===== src/inc/rcb_pkg.sv =====
package rcb_pkg;

  // ==========================================================================
  // Register map and field layout
  localparam logic [3:0] ADDR_FLAGS       = 4'h0;
  localparam logic [3:0] ADDR_ALARM_MONTH = 4'h6;
  localparam logic [3:0] ADDR_WATCHDOG    = 4'h7;
  localparam logic [3:0] ADDR_CONTROL     = 4'h8;
  localparam logic [3:0] ADDR_SECONDS     = 4'h9;
  localparam logic [3:0] ADDR_WEEKDAY     = 4'hc;

  localparam int BIT_BATT_LOW = 4;
  localparam int BIT_AFE      = 7;
  localparam int BIT_ABE      = 5;
  localparam int BIT_WDS      = 7;
  localparam int BIT_HALT     = 7;
  localparam int BIT_FREQ     = 6;
  localparam int BIT_SIGN     = 5;
  localparam int BIT_WRITE    = 7;
  localparam int CAL_MSB      = 4;

  // Bits that must stay zero are masked on write.
  localparam logic [7:0] MASK_ALARM   = 8'hbf;
  localparam logic [7:0] MASK_WEEKDAY = 8'h47;
  localparam logic [7:0] REG_RST      = 8'h00;

  // ==========================================================================
  // Oscillator and calibration
  localparam int          OSC_HZ       = 32768;
  localparam int          CAL_SHORTEN  = 128;
  localparam int          CAL_LENGTHEN = 256;
  localparam logic [15:0] SEC_NOMINAL  = 16'(OSC_HZ);
  localparam logic [15:0] SEC_SHORT    = 16'(OSC_HZ - CAL_SHORTEN);
  localparam logic [15:0] SEC_LONG     = 16'(OSC_HZ + CAL_LENGTHEN);
  localparam logic [5:0]  SEC_LAST     = 6'h3b;
  localparam logic [5:0]  CAL_EDGE_MIN = 6'h3e;
  localparam int          TEST_HZ      = 512;
  localparam int          TEST_HALF    = OSC_HZ / (2 * TEST_HZ);

  // ==========================================================================
  // Timing on the 125 MHz system clock
  localparam int CLK_PERIOD_NS = 8;
  localparam int FILT_A_NS     = 50;
  localparam int FILT_A_CYC    = (FILT_A_NS + CLK_PERIOD_NS - 1)
                                 / CLK_PERIOD_NS;
  localparam int FILT_B_MS     = 20;
  localparam int FILT_B_CYC    = (FILT_B_MS * 1000000 + CLK_PERIOD_NS - 1)
                                 / CLK_PERIOD_NS;
  localparam int STRETCH_MS    = 40;
  localparam int STRETCH_CYC   = (STRETCH_MS * 1000000 + CLK_PERIOD_NS - 1)
                                 / CLK_PERIOD_NS;
  localparam int CHECK_HOURS   = 24;
  localparam int CHECK_SECS    = CHECK_HOURS * 3600;
  localparam int RST_CW        = 23;

  // ==========================================================================
  // Carriers and state
  typedef struct packed {
    logic       ce_n;
    logic       we_n;
    logic       oe_n;
    logic [3:0] addr;
    logic [7:0] wdata;
  } rcb_bus_in_s;

  typedef struct packed {
    logic [7:0] rdata;
    logic       rdata_oe;
  } rcb_bus_out_s;

  typedef struct packed {
    logic o;
    logic oe;
  } rcb_od_s;

  localparam int          SYNC_W   = 20;
  localparam logic [19:0] SYNC_RST = 20'hffffe;

  typedef enum logic [1:0] {
    RS_STRETCH = 2'b00,
    RS_IDLE    = 2'b01,
    RS_WAIT    = 2'b11
  } rcb_rs_e;

  typedef struct packed {
    rcb_rs_e           rs;
    logic [RST_CW-1:0] filt_a;
    logic [RST_CW-1:0] filt_b;
    logic [RST_CW-1:0] stretch;
    logic              rst_oe;
    logic              osc_prev;
    logic [15:0]       div;
    logic [15:0]       sec_len;
    logic [5:0]        sec_idx;
    logic [5:0]        min_idx;
    logic [4:0]        cal_mag_act;
    logic              cal_pos_act;
    logic [4:0]        tp_cnt;
    logic              tp_phase;
    logic              irq_oe;
    logic [7:0]        reg_alarm;
    logic [7:0]        reg_wdog;
    logic [7:0]        reg_ctrl;
    logic [7:0]        reg_sec;
    logic [7:0]        reg_wday;
    logic              batt_low;
    logic              boot_done;
    logic              intv_pend;
    logic [16:0]       intv_cnt;
    logic              wr_act;
    logic [3:0]        wr_addr;
    logic [7:0]        wr_data;
    logic [7:0]        rdata;
    logic              rdata_oe;
  } rcb_state_s;

  // The oscillator synchroniser leaves reset high, so the edge detector
  // starts high too; otherwise the first edge after reset is a false tick.
  localparam rcb_state_s STATE_RST = '{
    rs:       RS_STRETCH,
    rst_oe:   1'b1,
    osc_prev: 1'b1,
    sec_len:  SEC_NOMINAL,
    default:  '0
  };

endpackage : rcb_pkg


===== src/logic/rcb_core.sv =====
`timescale 1ns/1ns
// Functional notes
// - Timebase counts 32768 Hz oscillator edges
// - Correction alters second length at 256 stage
// - Magnitude is control bits four to zero
// - Sign bit one adds, zero removes
// - 64 minute cycle, shorten 128 or lengthen 256
// - Only first 2N minutes are corrected
// - Test wave needs run, test on, alarm off
// - Also needs steering set or watchdog zero
// - Test wave ignores calibration entirely
// - Test pin is open drain, low only
// - Frequency test bit clears at power up
// - Input A: ignore under 50 ns
// - Input B: ignore under 20 ms
// - Reset output held 40 ms after release
// - Battery check at power up, daily after
// - Failed check sets battery low flag
// - Flag holds until a passing check
// - No battery checks without main supply
// - Power up clears listed control bits
// - Reset inputs ignored while output stretches
// - Watchdog on pin suppresses test wave
module rcb_core #(
  parameter int FILT_B_CYCLES  = rcb_pkg::FILT_B_CYC,
  parameter int STRETCH_CYCLES = rcb_pkg::STRETCH_CYC,
  parameter int CHECK_SECONDS  = rcb_pkg::CHECK_SECS
) (
  input  wire logic                  clk,
  input  wire logic                  rst_n,
  input  wire logic                  clk_en,
  input  wire logic                  osc_in,
  input  wire rcb_pkg::rcb_bus_in_s  bus_in,
  output rcb_pkg::rcb_bus_out_s      bus_out,
  input  wire logic                  reset_request_a_n,
  input  wire logic                  reset_request_b_n,
  input  wire logic                  battery_ok,
  input  wire logic                  main_supply_ok,
  input  wire logic                  irq_test_pin_i,
  output rcb_pkg::rcb_od_s           irq_test_pin,
  input  wire logic                  reset_out_i,
  output rcb_pkg::rcb_od_s           reset_out
);
  import rcb_pkg::*;

  localparam logic [RST_CW-1:0] FA_LAST = RST_CW'(FILT_A_CYC - 1);
  localparam logic [RST_CW-1:0] FB_LAST = RST_CW'(FILT_B_CYCLES - 1);
  localparam logic [RST_CW-1:0] ST_LAST = RST_CW'(STRETCH_CYCLES - 1);
  localparam logic [16:0]       CK_LAST = 17'(CHECK_SECONDS - 1);
  localparam logic [4:0]        TP_LAST = 5'(TEST_HALF - 1);

  // ==========================================================================
  // Pin synchronisation
  logic [SYNC_W-1:0] sync_q;
  logic              ce_n_s;
  logic              we_n_s;
  logic              oe_n_s;
  logic [3:0]        addr_s;
  logic [7:0]        wdata_s;
  logic              osc_s;
  logic              req_a_s;
  logic              req_b_s;
  logic              batt_ok_s;
  logic              vcc_ok_s;

  rcb_sync #(
    .W       (SYNC_W),
    .RST_VAL (SYNC_RST)
  ) u_sync (
    .clk    (clk),
    .rst_n  (rst_n),
    .clk_en (clk_en),
    .d      ({bus_in, osc_in, reset_request_a_n, reset_request_b_n,
              battery_ok, main_supply_ok}),
    .q      (sync_q)
  );

  assign {ce_n_s, we_n_s, oe_n_s, addr_s, wdata_s, osc_s, req_a_s,
          req_b_s, batt_ok_s, vcc_ok_s} = sync_q;

  // ==========================================================================
  // Helpers
  rcb_state_s s_r;
  rcb_state_s s_nxt;

  function automatic logic [15:0] next_len(input logic [5:0] min,
                                           input logic [5:0] sec,
                                           input logic [4:0] mag,
                                           input logic       pos);
    // One second per eligible minute; 128 is half a divide-by-256 period,
    // 256 is a whole one, so the edit lands on that stage's boundary.
    if (sec == 6'h00 && min < {mag, 1'b0} && min < CAL_EDGE_MIN)
      return pos ? SEC_SHORT : SEC_LONG;
    return SEC_NOMINAL;
  endfunction : next_len

  function automatic logic [7:0] rd_mux(input rcb_state_s st,
                                        input logic [3:0] a);
    case (a)
      ADDR_FLAGS:       return 8'(st.batt_low) << BIT_BATT_LOW;
      ADDR_ALARM_MONTH: return st.reg_alarm;
      ADDR_WATCHDOG:    return st.reg_wdog;
      ADDR_CONTROL:     return st.reg_ctrl;
      ADDR_SECONDS:     return st.reg_sec;
      ADDR_WEEKDAY:     return st.reg_wday;
      default:          return 8'h00;
    endcase
  endfunction : rd_mux

  logic osc_tick;
  logic sec_end;
  logic test_en;
  logic wr_live;
  logic wr_end;
  logic check_now;
  logic hit_a;
  logic hit_b;

  // A stopped oscillator freezes the divider, the test wave and the
  // daily check timer alike, as a real halted crystal would.
  assign osc_tick  = osc_s && !s_r.osc_prev && !s_r.reg_sec[BIT_HALT];
  assign sec_end   = osc_tick && s_r.div == s_r.sec_len - 16'h0001;
  assign test_en   = !s_r.reg_sec[BIT_HALT] && s_r.reg_wday[BIT_FREQ]
                     && !s_r.reg_alarm[BIT_AFE]
                     && (s_r.reg_wdog[BIT_WDS] || s_r.reg_wdog == 8'h00);
  assign wr_live   = !ce_n_s && !we_n_s;
  assign wr_end    = s_r.wr_act && !wr_live;
  assign check_now = (!s_r.boot_done || s_r.intv_pend) && vcc_ok_s;
  assign hit_a     = !req_a_s && s_r.filt_a == FA_LAST;
  assign hit_b     = !req_b_s && s_r.filt_b == FB_LAST;

  // ==========================================================================
  // Next-state logic
  always_comb
  begin
    s_nxt          = s_r;
    s_nxt.osc_prev = osc_s;

    // Divider chain and calibration cycle.
    if (osc_tick)
      s_nxt.div = s_r.div + 16'h0001;
    if (sec_end)
    begin
      s_nxt.div = 16'h0000;
      if (s_r.sec_idx == SEC_LAST)
      begin
        s_nxt.sec_idx = 6'h00;
        s_nxt.min_idx = s_r.min_idx + 6'h01;
      end
      else
        s_nxt.sec_idx = s_r.sec_idx + 6'h01;
      // Calibration is sampled only here, so a write never cuts a
      // second that is already being counted.
      s_nxt.cal_mag_act = s_r.reg_ctrl[CAL_MSB:0];
      s_nxt.cal_pos_act = s_r.reg_ctrl[BIT_SIGN];
      s_nxt.sec_len     = next_len(s_nxt.min_idx, s_nxt.sec_idx,
                                   s_nxt.cal_mag_act,
                                   s_nxt.cal_pos_act);
    end

    // Test wave from the raw oscillator, untouched by calibration.
    if (osc_tick)
    begin
      if (s_r.tp_cnt == TP_LAST)
      begin
        s_nxt.tp_cnt   = 5'h00;
        s_nxt.tp_phase = !s_r.tp_phase;
      end
      else
        s_nxt.tp_cnt = s_r.tp_cnt + 5'h01;
    end
    s_nxt.irq_oe = test_en && !s_r.tp_phase;

    // Reset input filtering and output stretch.
    unique case (s_r.rs)
      RS_IDLE:
      begin
        s_nxt.filt_a = req_a_s ? '0 : (hit_a ? s_r.filt_a
                                             : s_r.filt_a + 1'b1);
        s_nxt.filt_b = req_b_s ? '0 : (hit_b ? s_r.filt_b
                                             : s_r.filt_b + 1'b1);
        if (hit_a || hit_b)
        begin
          s_nxt.rs     = RS_WAIT;
          s_nxt.rst_oe = 1'b1;
        end
      end
      RS_WAIT:
      begin
        s_nxt.filt_a = '0;
        s_nxt.filt_b = '0;
        if (req_a_s && req_b_s)
        begin
          s_nxt.rs      = RS_STRETCH;
          s_nxt.stretch = '0;
        end
      end
      RS_STRETCH:
      begin
        // Inputs are not watched here at all.
        s_nxt.filt_a = '0;
        s_nxt.filt_b = '0;
        if (s_r.stretch == ST_LAST)
        begin
          s_nxt.rs     = RS_IDLE;
          s_nxt.rst_oe = 1'b0;
        end
        else
          s_nxt.stretch = s_r.stretch + 1'b1;
      end
      default:
      begin
        s_nxt.rs     = RS_STRETCH;
        s_nxt.rst_oe = 1'b1;
      end
    endcase

    // Battery monitoring.
    if (check_now)
    begin
      s_nxt.batt_low  = !batt_ok_s;
      s_nxt.boot_done = 1'b1;
      s_nxt.intv_pend = 1'b0;
    end
    if (sec_end)
    begin
      if (s_r.intv_cnt == CK_LAST)
      begin
        s_nxt.intv_cnt  = '0;
        s_nxt.intv_pend = 1'b1;
      end
      else
        s_nxt.intv_cnt = s_r.intv_cnt + 17'h00001;
    end

    // Bytewide bus: a write lands when the strobe pair ends.
    s_nxt.wr_act = wr_live;
    if (wr_live)
    begin
      s_nxt.wr_addr = addr_s;
      s_nxt.wr_data = wdata_s;
    end
    if (wr_end)
    begin
      case (s_r.wr_addr)
        ADDR_ALARM_MONTH: s_nxt.reg_alarm = s_r.wr_data & MASK_ALARM;
        ADDR_WATCHDOG:    s_nxt.reg_wdog  = s_r.wr_data;
        ADDR_CONTROL:     s_nxt.reg_ctrl  = s_r.wr_data;
        ADDR_SECONDS:     s_nxt.reg_sec   = s_r.wr_data;
        ADDR_WEEKDAY:     s_nxt.reg_wday  = s_r.wr_data & MASK_WEEKDAY;
        default:          s_nxt.reg_sec   = s_r.reg_sec;
      endcase
    end
    s_nxt.rdata    = rd_mux(s_r, addr_s);
    s_nxt.rdata_oe = !ce_n_s && !oe_n_s && we_n_s;
  end

  // ==========================================================================
  // State register
  always_ff @(posedge clk)
  begin
    if (!rst_n)
      s_r <= STATE_RST;
    else if (clk_en)
      s_r <= s_nxt;
  end

  assign bus_out.rdata    = s_r.rdata;
  assign bus_out.rdata_oe = s_r.rdata_oe;
  assign irq_test_pin.o   = 1'b0;
  assign irq_test_pin.oe  = s_r.irq_oe;
  assign reset_out.o      = 1'b0;
  assign reset_out.oe     = s_r.rst_oe;
endmodule : rcb_core


===== src/logic/rcb_sync.sv =====
`timescale 1ns/1ns
module rcb_sync #(
  parameter int             W       = 1,
  parameter logic [W-1:0]   RST_VAL = '0
) (
  input  wire logic         clk,
  input  wire logic         rst_n,
  input  wire logic         clk_en,
  input  wire logic [W-1:0] d,
  output logic      [W-1:0] q
);

  // ==========================================================================
  // Two-stage synchroniser; the first stage feeds only the second.
  logic [W-1:0] meta_r;

  always_ff @(posedge clk)
  begin
    if (!rst_n)
    begin
      meta_r <= RST_VAL;
      q      <= RST_VAL;
    end
    else if (clk_en)
    begin
      meta_r <= d;
      q      <= meta_r;
    end
  end

endmodule : rcb_sync


===== config.mk =====
export PLATFORM = sky130hd
export DESIGN_NAME = rcb_core
export DESIGN_NICKNAME = d
export VERILOG_FILES = /design/src/inc/rcb_pkg.sv /design/src/logic/rcb_core.sv /design/src/logic/rcb_sync.sv
export SDC_FILE = /design/constraint.sdc
export NUM_CORES = 1
export LEC_CHECK = 0
export BUFFER_PORTS_ARGS = -buffer_cell sky130_fd_sc_hd__clkbuf_2
export CAP_MARGIN = 40
export CORE_UTILIZATION = 40
export DETAILED_ROUTE_END_ITERATION = 12
export GPL_TIMING_DRIVEN = 0
export HOLD_SLACK_MARGIN = 0.02
export PLACE_DENSITY = 0.58
export SLEW_MARGIN = 20
export SYNTH_ARGS = -nofsm -noshare
export SYNTH_HDL_FRONTEND = slang
export SYNTH_HIERARCHICAL = 1
export SYNTH_SLANG_ARGS = --single-unit

===== constraint.sdc =====
create_clock -name clk -period 2.71 [get_ports clk]
set_clock_uncertainty 0.1 [all_clocks]
set_input_delay 0.271 -clock clk [delete_from_list [all_inputs] [get_ports clk]]
set_output_delay 0.271 -clock clk [all_outputs]
set_load 0.05 [all_outputs]

**Word-level counts from Yosys, hierarchy flattened**

Index checks and enable logic that the tools add are counted.

- Bits in registers: 247
- Bits of input ports: 25
- Output and inout port bits: 13

- Add/sub/neg operators: 9
- Magnitude comparators: 2
- Eq/ne operators: 25
- Muxes and demuxes: 32
- Bitwise logic cells: 1
- Reductions and logical operators: 56

Operator list:

| cell | number |
|---|---|
| 23-bit two-way mux | 6 |
| 46-bit case mux with 2 select lines | 1 |
| 23-bit by 1-bit adder with 23-bit output (second input constant) | 3 |
| 16-bit two-way mux | 4 |
| 50-bit two-way mux | 1 |
| 8-bit case mux with 6 select lines | 1 |
| 23-bit case mux with 2 select lines | 1 |
| 4-bit == test (second input constant) | 6 |
| 6-bit two-way mux | 4 |
| 3-bit AND reduction | 8 |
| 23-bit by 22-bit == test with 1-bit output (second input constant) | 1 |
| 23-bit == test (second input constant) | 1 |
| 23-bit by 3-bit == test with 1-bit output (second input constant) | 1 |
| 18-bit two-way mux | 1 |
| 17-bit by 1-bit adder with 17-bit output (second input constant) | 1 |
| 17-bit == test (second input constant) | 1 |
| 1-bit logical AND | 17 |
| 17-bit two-way mux | 1 |
| 16-bit by 1-bit adder with 16-bit output (second input constant) | 1 |
| 16-bit == test | 1 |
| 4-bit by 3-bit == test with 1-bit output (second input constant) | 4 |
| 16-bit by 1-bit subtractor with 16-bit output (second input constant) | 1 |
| 6-bit by 1-bit adder with 6-bit output (second input constant) | 2 |
| 1-bit zero test | 12 |
| 24 further kinds | 45 |

**Longest topological paths before layout**

Gate-level depths: netlist (run 1).

- Depth in word-level cells: 12
- Mapped depth: 11
- Depth with buffers taken out: 11

**By module**

The synthesis (run 1) kept the hierarchy.

By module, submodules not included:

| module | times used | cells an instance | area each (um2) | sequential area each (um2) |
|---|---|---|---|---|
| rcb_core | 1 | 1148 | 9684.3 | 3763.6 |
| rcb_sync | 1 | 129 | 1436.4 | 800.8 |

**Worst setup path before layout (run 1)**

No wires, ideal clock.

- Path kind: reg-to-reg
- Start point: reg s_r[101] in the netlist's numbering
- End point: reg s_r[122] in the netlist's numbering
- Data arrival time: 2.451 ns
- Data required time: 2.495 ns
- Setup slack: 0.043 ns
- Cell stages (with the launch flop): 11
- Buffers on the path: 0
- Period minus slack after synthesis: 2.667 ns
- Cells stage by stage: dfxtp_1 -> ha_1 -> nor2b_1 -> nand4_1 -> xnor2_1 -> ha_1 -> a211oi_1 -> nor2_1 -> nor4b_1 -> o211ai_1 -> o21ba_2

- Longest elaborated chain between the ends: 9

Ends and longest elaborated chain:

| element | RTL line | source |
|---|---|---|
| start: declaration | rcb_core.sv:83 | `rcb_state_s s_r;` |
| start signal: assignment | rcb_core.sv:265 | `s_r <= s_nxt;` |
| 6-bit by 1-bit adder with 6-bit output or 6-bit == test (tied branches) | rcb_core.sv:151, rcb_core.sv:145 |  |
| 6-bit two-way mux | rcb_core.sv:145 | `if (s_r.sec_idx == SEC_LAST)` |
| 6-bit two-way mux | rcb_core.sv:142 | `if (sec_end)` |
| 6-bit zero test or 6-bit < comparator (tied branches) | rcb_core.sv:92 | `if (sec == 6'h00 && min < {mag, 1'b0} && min < CAL_EDGE_MIN)` |
| 1-bit logical AND | rcb_core.sv:92 |  |
| 1-bit logical AND (*) | rcb_core.sv:92 |  |
| 1-bit two-way mux (*) | rcb_core.sv:92 |  |
| 1-bit two-way mux (*) | rcb_core.sv:142 |  |
| 16-bit two-way mux (*) | rcb_core.sv:94 | `return SEC_NOMINAL;` |

Every way passes the cells marked *; elsewhere a longest branch is shown, timed or not. The select of a mux whose other input is x is not followed.
A chain may end at the register's enable or synchronous reset.

**Worst setup path after layout (run 1)**

- Start point: reg s_r[121] in the netlist's numbering
- End point: reg s_r[101] in the netlist's numbering

- Longest elaborated chain between the ends: 4

Ends and longest elaborated chain:

| element | RTL line | source |
|---|---|---|
| 16-bit by 1-bit subtractor with 16-bit output | rcb_core.sv:122 | `assign sec_end = osc_tick && s_r.div == s_r.sec_len - 16'h0001;` |
| 16-bit == test | rcb_core.sv:122 |  |
| 1-bit logical AND | rcb_core.sv:122 |  |
| 2-bit AND reduction (no source line) | - |  |

No other way between the ends.

==> results of run 1 <==
-- repair_timing --
action / CTS / global route
setup endpoints to repair: 51 / 64
pin swaps: 3 / 8
hold buffers: 20 / 0
setup buffers: 2 / 8
hold endpoints to repair: 20 / 0
gates resized for setup: 12 / 25
-- synthesized netlist by cell type (5+ instances only) --
| cell type | count |
|---|---|
| nor2b_1 | 9 |
| nor4_1 | 19 |
| ha_1 | 20 |
| inv_1 | 22 |
| mux2i_1 | 88 |
| a2111o_1 | 10 |
| buf_2 | 5 |
| nand3b_1 | 6 |
| buf_1 | 6 |
| or3_1 | 17 |
| dfxtp_1 | 228 |
| and4_1 | 14 |
| a21o_1 | 9 |
| o21ai_0 | 38 |
| buf_4 | 13 |
| xor2_1 | 27 |
| a21oi_1 | 68 |
| xnor2_1 | 27 |
| nor4b_1 | 16 |
| o2111ai_1 | 9 |
| o211ai_1 | 5 |
| nand3_1 | 45 |
| o221a_2 | 5 |
| a22oi_1 | 8 |
| and2_1 | 14 |
| o22ai_1 | 9 |
| nand2_1 | 171 |
| nor2_1 | 124 |
| o21a_1 | 5 |
| buf_6 | 6 |
| a221oi_1 | 5 |
| mux2_2 | 6 |
| nand2b_1 | 18 |
| and3_1 | 20 |
| or4_1 | 8 |
| clkbuf_1 | 49 |
| nor3_1 | 21 |
| a31oi_1 | 5 |
| nand4_1 | 28 |
-- path summary, 6_finish.rpt --
check                                         to  depth (start not counted)
worst max register to register          s_r[101]                          9
worst min register to register           s_r[13]                          2
worst min-delay path            u_sync/meta_r[5]                          3
worst max-delay path                    s_r[101]                          9
-- registers in the layout (all words and copies together) (netlist names) --
signal,flops
bus_out,9
u_sync/meta_r,20
s_r,177
irq_test_pin,1
u_sync/q,20
reset_out,1
-- cells by family (layout without fill, tap and decap cells) --
group	count (synthesis)	after routing	synth area share, %
AND/OR/NAND/NOR	554	554	25.2
AO/OA/AOI/OAI	222	222	14.0
multiplexers	94	94	8.53
other	1	2	0.0337
XOR/XNOR	55	55	4.46
flip-flops	228	228	41.0
buffers and inverters	103	214	4.52
adder cells (fa/ha/maj)	20	20	2.25
-- cell usage in the layout, fill, tap and decap left out, types with 10 or more instances in the layout --
cell type      count
a2111o_1          10
a21oi_1           67
and2_1            14
and3_1            19
and4_1            14
buf_4             27
clkbuf_1          44
clkbuf_16         27
clkbuf_2          39
dfxtp_1          224
dlygate4sd3_1     20
ha_1              18
inv_1             22
mux2i_1           88
nand2_1          171
nand2b_1          18
nand3_1           44
nand4_1           28
nor2_1           122
nor3_1            21
nor4_1            18
nor4b_1           15
o21ai_0           37
or3_1             16
xnor2_1           27
xor2_1            27
-- worst reg2reg max path, delay by kind of cell, from the launching register on --
family          cells  cell delay [ns]
buf+inv             3             0.36
simple gates        3             1.03
compound gates      1             0.13
flops               1             0.37
xor+xnor            1             0.21
fa+ha+maj           1             0.30
-- where the power goes --
part           total (mW)  internal, mW  switching (mW)
Clock                3.69          2.25            1.44
Combinational       0.304         0.114           0.190
Sequential           3.42          3.39          0.0302
-- per-layer routing --
layer / track usage [%] / part of all wire (%) / vias to the layer above / wire length, um
met3: 2.36 / 3.2 / 39 / 896
met5: 0 / 0 / - / 0
met2: 33.2 / 47 / 163 / 13300
met1: 26.7 / 48 / 4538 / 13400
met4: 5.61 / 2.3 / 0 / 658
li1: - / - / 4781 / -
-- through the flow --
step	setup WS [ns]	cell area, sq um
floorplan	0.0434	11100
global placement	-0.369	11800
detailed placement	-0.375	11800
CTS	0.00423	13000
global route	-0.00389	13100
finish	0.117	13100
-- cell type report --
cell class / instances / area, sq um
clock buffers: 38 / 807
repair buffers: 67 / 470
inverters: 23 / 86.3
well taps: 372 / 465
multi-input cells: 947 / 6160
plain buffers: 79 / 420
fillers: 2596 / 14000
clock inverters: 7 / 100
flip-flops and latches: 228 / 4570
==> qor.yml, run 1 <==
drt_iter0_markers: 771
synth_top_area_share_pct: 41.0
yosys_warnings: 6
leakage_nw: 4.71
p_per_area_mw_per_mm2: 567
crit_start: "s_r[121]"
syn_to_final_growth_pct: 17.7
cp-start-kind: "flip-flop"
gp_congestion: 0.819
crit_family: "simple AND/OR/NAND/NOR gates"
critical_path_class: "flip-flop to flip-flop"
period_share_pct: 95.7
setup_tns_ns: 0
cp-end-kind: "flip-flop"
clock_path_buffers: 3
post_drt_via_cell_ratio: 5.41
r2r_start: "s_r[121]"
slowest_delay_ns: 0.41
cp_max_fo: 10
diodes: 0
boundaryPins: 38
synth_edf_count: 0
clkSinkCount: 228
cp_data_required_time_ns: 3.07
yosysUniqueCellTypes: 77
rows: 60
initial_core_util_pct: 41.0
vdd_drop_max_mv: 0.495
rrSetupSlack_ns: 0.12
fin_nets: 1418
cts_tree: "built"
dieHeight_um: 169
overflow: 0
drive_above_1_share_pct: 12.0
grt_max_degree: 15
fmax_mhz: 386
grt_pass1_wl_um: 46300
ant_nets: 0
synth_ff_type: "dfxtp_1"
antenna_found_initial: 0
period_needed_ns: 2.59
syn-cell-area_sq_mm: 0.0111
clock_latency_ns: 0.55
drv_slew: 0
fp.dieW_um: 169
path_buf_inv: 3
grt_use_total_pct: 19.8
power_mw: 7.41
yosysSeqAreaShare_pct: 41.0
numCtsBuffers: 27
slew_headroom_pct: 43.3
synth_top_area_cell: "dfxtp_1"
finalNonFillerCells: 1761
critPathArrivalTime_ns: 2.95
clk_pin_slew_ns: 0.06
syn_area_per_cell_sq_um: 8.71
drt-pass1-iter-count: 5
hold_viol: 0
hold_path.class: "input port to flip-flop"
synthArstFlopShare_pct: 0
crit_slowest_cell: "or3_4"
yosys-top-cells-area: "dfxtp_1 41%, mux2i_1 7.9%, nand2_1 5.8%, nor2_1 4.2%, a21oi_1 3.1%"
drc: 0
worst_path_most_repeated_cell: "buf_6"
hold_ws_ns: 0.144
post-place-cells: 1687
hpwl_um: 19500
die_area_sq_mm: 0.0285
htreeDepth: 1
worstMarginPinSlew_ns: 0.850
status: "finished, final reports clean"
wl_um: 28300
maxCapViolCount: 0
crit_chain: "inv_1 -> ha_1 -> xor2_1 -> nand3_2 -> or3_4 -> buf_6 -> buf_6 -> or3_1 -> a21oi_2"
hp-start: "rst_n"
post-route-util_pct: 48.3
core_sq_mm: 0.0271
post_drt_wl_per_cell_um: 16.0
setup_viol: 0
first_global_vias: 8820
cts-root-buf: "clkbuf_16"
ys_ff_latch: 228
vias: 9521
numPortBuffers: 33
syn_inst: 1277
Power figures use the tool's default switching activity.
==> run 2, diff against run 1 <==
GPL_TIMING_DRIVEN = unset   (was 0)
==> run 2 against run 1 <==
  * Count of clock-buffer cells in the layout decreased by 2
  * Utilization about the same
  * Wire length down 8.6%
  * Cell count is 1.3% lower
  * Non-clock buffer count shrank 27
  * Hold slack got worse by 0.047 ns
  * Critical path type unchanged
==> qor.yml, run 2 (synthesized netlist as in run 1, its figures left out) <==
grt_pass1_wl_um: 44100
cp_data_required_time_ns: 3.05
fillers: 2624
top_regs: "s_r: 177 flops, u_sync/meta_r: 20 flops, u_sync/q: 20 flops"
antenna_found_initial: 0
wl_um: 25800
core_sq_mm: 0.0271
slowest_delay_ns: 0.35
hold_viol: 0
cp-end-kind: "flip-flop"
worstMarginPinSlew_ns: 0.746
period_needed_ns: 2.56
hold_path.class: "input port to flip-flop"
clock_path_buffers: 3
place_area_sq_mm: 0.0118
syn_to_final_growth_pct: 17.8
rows: 60
drt_iter0_markers: 547
clkSinkCount: 228
clk_pin_slew_ns: 0.06
ant_nets: 0
fin_nets: 1391
htreeDepth: 1
vias: 9386
numPortBuffers: 33
crit_slowest_cell: "dfxtp_2"
status: "finished, final reports clean"
fmax_mhz: 391
gp_congestion: 0.861
p_per_area_mw_per_mm2: 570
final_cell_area_sq_mm: 0.0131
crit_family: "simple AND/OR/NAND/NOR gates"
crit_chain: "ha_4 -> nor2b_4 -> buf_6 -> nand4_1 -> xnor2_1 -> ha_1 -> a211oi_2 -> nor2_1 -> nor4b_2 -> o211ai_1 -> o21ba_2"
grt_max_degree: 97
boundaryPins: 38
drive_above_1_share_pct: 13.5
initial_core_util_pct: 41.0
drt-pass1-iter-count: 5
clock_latency_ns: 0.54
layout_common_cells: "226 x dfxtp_1, 171 x nand2_1, 122 x nor2_1"
cts_tree: "built"
power_mw: 7.46
leakage_nw: 4.76
post-route-util_pct: 48.3
grt_use_total_pct: 18.5
hpwl_um: 17200
cp-start-kind: "flip-flop"
die_area_sq_mm: 0.0285
cts-root-buf: "clkbuf_16"
numCtsBuffers: 27
grt_setup_unrepaired: "yes"
critPathArrivalTime_ns: 2.89
post_drt_wl_per_cell_um: 14.9
first_global_vias: 8982
mostFrequentLayoutCell: "dfxtp_1"
dieHeight_um: 169
drc: 0
largest_register: "s_r"
path_buf_inv: 1
period_share_pct: 94.4
overflow: 0
critical_path_class: "flip-flop to flip-flop"
setup_viol: 0
maxCapViolCount: 0
largest_register_ffs: 177
drv_slew: 0
fp.dieW_um: 169
cp_max_fo: 5
vdd_drop_max_mv: 0.451
post_drt_via_cell_ratio: 5.40
slew_headroom_pct: 49.9
-- run 2: worst paths after layout --
path                      from    endpoint  slack, ns  depth (start not counted)
hold reg to reg   u_sync/q[11]     s_r[15]       0.36                          2
hold / removal          clk_en  bus_out[1]        0.1                          3
setup / recovery      s_r[102]    s_r[122]       0.15                         11
setup reg to reg      s_r[102]    s_r[122]       0.15                         11
-- run 2: final cells by class --
cell class              instances  area [sq um]  area share (%)
repair buffers                119           905            6.91
multi-input cells             947          6140            46.9
clock buffers                  36           769            5.88
clock inverters                12           160            1.22
well taps                     372           465            3.55
inverters                      23          87.6           0.669
flip-flops and latches        228          4570            34.9
diodes                          1          2.50          0.0191
-- run 2: what timing repair did --
action	4_1_cts	5_1_grt
endpoints found under the setup margin	1	13
pin swaps	1	8
hold buffers	20	0
hold endpoints to repair	20	0
gates resized for setup	1	14
setup buffers	6	0
-- run 2: metrics by stage --
step	instances	setup slack, ns	TNS [ns]	hold WS (ns)
CTS	1737	0.0512	0	0.0907
global route	1737	-0.00918	-0.00918	0.126
detailed placement	1663	0.0199	0	0.352
finish	1738	0.153	0	0.0968
floorplan	1278	0.0434	0	0.299
global placement	1662	0.0167	0	0.343
-- run 2: worst min-delay path, delay by kind of cell --
kind / cells / cell delay (ns)
compound gates: 1 / 0.06
buf+inv: 1 / 0.23
simple gates: 1 / 0.14
-- run 2: power by group --
part	switching (mW)	internal, mW	leakage, nW	total [mW]
clock network	1.47	2.28	0.460	3.76
registers	0.0293	3.39	1.84	3.42
logic	0.169	0.118	2.45	0.288
-- run 2: routing by layer --
metal | up-vias | track usage [%] | wire (um) | share of wire, %
li1 | 4743 | - | - | -
met1 | 4439 | 23.9 | 12100 | 47
met4 | 0 | 5.77 | 664 | 2.6
met5 | - | 0 | 0 | 0
met2 | 154 | 31.7 | 12200 | 47
met3 | 50 | 2.55 | 894 | 3.5
==> run 3, diff against run 2 <==
PLACE_DENSITY = 0.57   (was 0.58)
clock period = 2.5 ns   (was 2.71 ns; I/O delays follow)
==> run 3 against run 2 <==
  * Utilization up 0.18 points
  * Register-to-register slack worse by 0.098 ns
  * Count of clock-buffer cells in the layout is the same
  * Critical path depth down 1
  * Clock power increased by 4%
  * Power up 6.0%
==> qor.yml, run 3 (synthesized netlist as in run 1, its figures left out) <==
status: "finished, final reports clean"
vdd_drop_max_mv: 0.446
die_area_sq_mm: 0.0285
largest_register_ffs: 177
finalNonFillerCells: 1751
syn_to_final_growth_pct: 18.2
pwr-share-seq_pct: 46.8
post_drt_via_cell_ratio: 5.26
top_regs: "s_r: 177 flops, u_sync/meta_r: 20 flops, u_sync/q: 20 flops"
cp-start-kind: "flip-flop"
post-place-cells: 1677
slew_headroom_pct: 54.4
grt_max_degree: 97
layout_common_cells: "226 x dfxtp_1, 171 x nand2_1, 122 x nor2_1"
hold_ws_ns: 0.182
mostFrequentLayoutCell: "dfxtp_1"
fillers: 2581
fin_nets: 1406
hold_path.class: "input port to flip-flop"
p_per_area_mw_per_mm2: 602
cts_tree: "built"
grt_pass1_wl_um: 43500
initial_core_util_pct: 41.0
numCtsBuffers: 26
net-switching-power_mw: 1.72
period_share_pct: 97.8
clkSinkCount: 228
antenna_found_initial: 0
hold_viol: 0
critPathArrivalTime_ns: 2.77
drc: 0
ant_nets: 0
timing.rr.end: "s_r[122]"
leakage_nw: 4.83
hpwl_um: 17200
setup.worst_path.end: "s_r[122]"
post-route-util_pct: 48.5
setup_viol: 0
internal-power_mw: 6.19
clock_path_buffers: 3
clk_pin_slew_ns: 0.06
numPortBuffers: 33
clock_power_share_pct: 49.3
vias: 9204
grt_setup_unrepaired: "yes"
gp_congestion: 0.785
drt-pass1-iter-count: 5
r2r_cells: 10
htreeDepth: 1
post_drt_wl_per_cell_um: 14.6
overflow: 0
dieHeight_um: 169
drt_iter0_markers: 477
fp.dieW_um: 169
core_sq_mm: 0.0271
fmax_mhz: 409
first_global_vias: 8645
drive_above_1_share_pct: 14.4
grt_use_total_pct: 18.3
cp_max_fo: 4
maxCapViolCount: 0
rows: 60
cts-root-buf: "clkbuf_16"
largest_register: "s_r"
cp-end-kind: "flip-flop"
cp_data_required_time_ns: 2.83
rrSetupSlack_ns: 0.05
crit_start: "s_r[102]"
period_needed_ns: 2.45
p_sw_share_pct: 21.7
diodes: 0
drv_slew: 0
clock_latency_ns: 0.54
boundaryPins: 38
wl_um: 25600
critical_path_class: "flip-flop to flip-flop"
worstMarginPinSlew_ns: 0.667
r2r_start: "s_r[102]"
pwr-share-comb_pct: 3.9
[run 3: what timing repair did]
item,CTS,global route
endpoints found under the setup margin,3,16
hold buffers,20,0
setup buffers,5,2
resized for setup,4,8
pin swaps,2,10
endpoints found under the hold margin,20,0
[run 3: per-stage QoR]
step	worst slack (ns)	cell area [sq um]	total power [mW]	TNS, ns
floorplan	0.0103	11100	3.97	0
global placement	-0.0752	11900	4.06	-0.0752
detailed placement	-0.106	11900	4.07	-0.118
CTS	0.0111	13100	8.04	0
global route	-0.0883	13100	8.22	-0.126
finish	0.0548	13100	7.91	0
[run 3: final cells by class]
| cell class | instances | area (sq um) | share of cell area [%] |
|---|---|---|---|
| multi-input cells | 947 | 6140 | 46.7 |
| clock buffers | 36 | 748 | 5.69 |
| inverters | 23 | 86.3 | 0.657 |
| well taps | 372 | 465 | 3.54 |
| flip-flops and latches | 228 | 4570 | 34.7 |
| repair buffers | 135 | 996 | 7.58 |
| clock inverters | 10 | 139 | 1.06 |
[run 3: critical path, stage by stage, from the launching register on]
cell and delay [ns]:
dfxtp_2 0.35, ha_4 0.13, nor2b_4 0.17, nand4_1 0.21, xnor2_1 0.20, ha_1 0.32
a211oi_2 0.20, nor2_1 0.08, nor4b_2 0.22, o211ai_1 0.16, o21ba_2 0.21
[run 3: power groups by stage]
stage	sequential, mW	combinational, mW	clock, mW
finish	3.70	0.308	3.90
floorplan	3.77	0.200	0
global placement	3.78	0.281	0
CTS	3.70	0.311	4.03
global route	3.71	0.339	4.17
detailed placement	3.78	0.285	0
[run 3: worst min-delay path by stage]
stage	startpoint	endpoint	slack (ns)	cells past startpoint
2_1_floorplan	bus_in[5]	u_sync/meta_r[10]	0.28	2
3_3_place_gp	s_r[40]	s_r[40]	0.34	2
3_5_place_dp	s_r[40]	s_r[40]	0.35	2
4_1_cts	rst_n	s_r[141]	0.16	2
5_1_grt	rst_n	s_r[141]	0.21	2
6_report	rst_n	s_r[141]	0.18	2
[run 3: layer usage]
metal	share of wire, %	global-route usage [%]	up-vias	wire length (um)
met4	2.5	5.38	0	641
li1	-	-	4754	-
met3	2.9	2.48	34	739
met1	48	24.9	4295	12400
met2	46	30.0	121	11800
met5	0	0	-	0
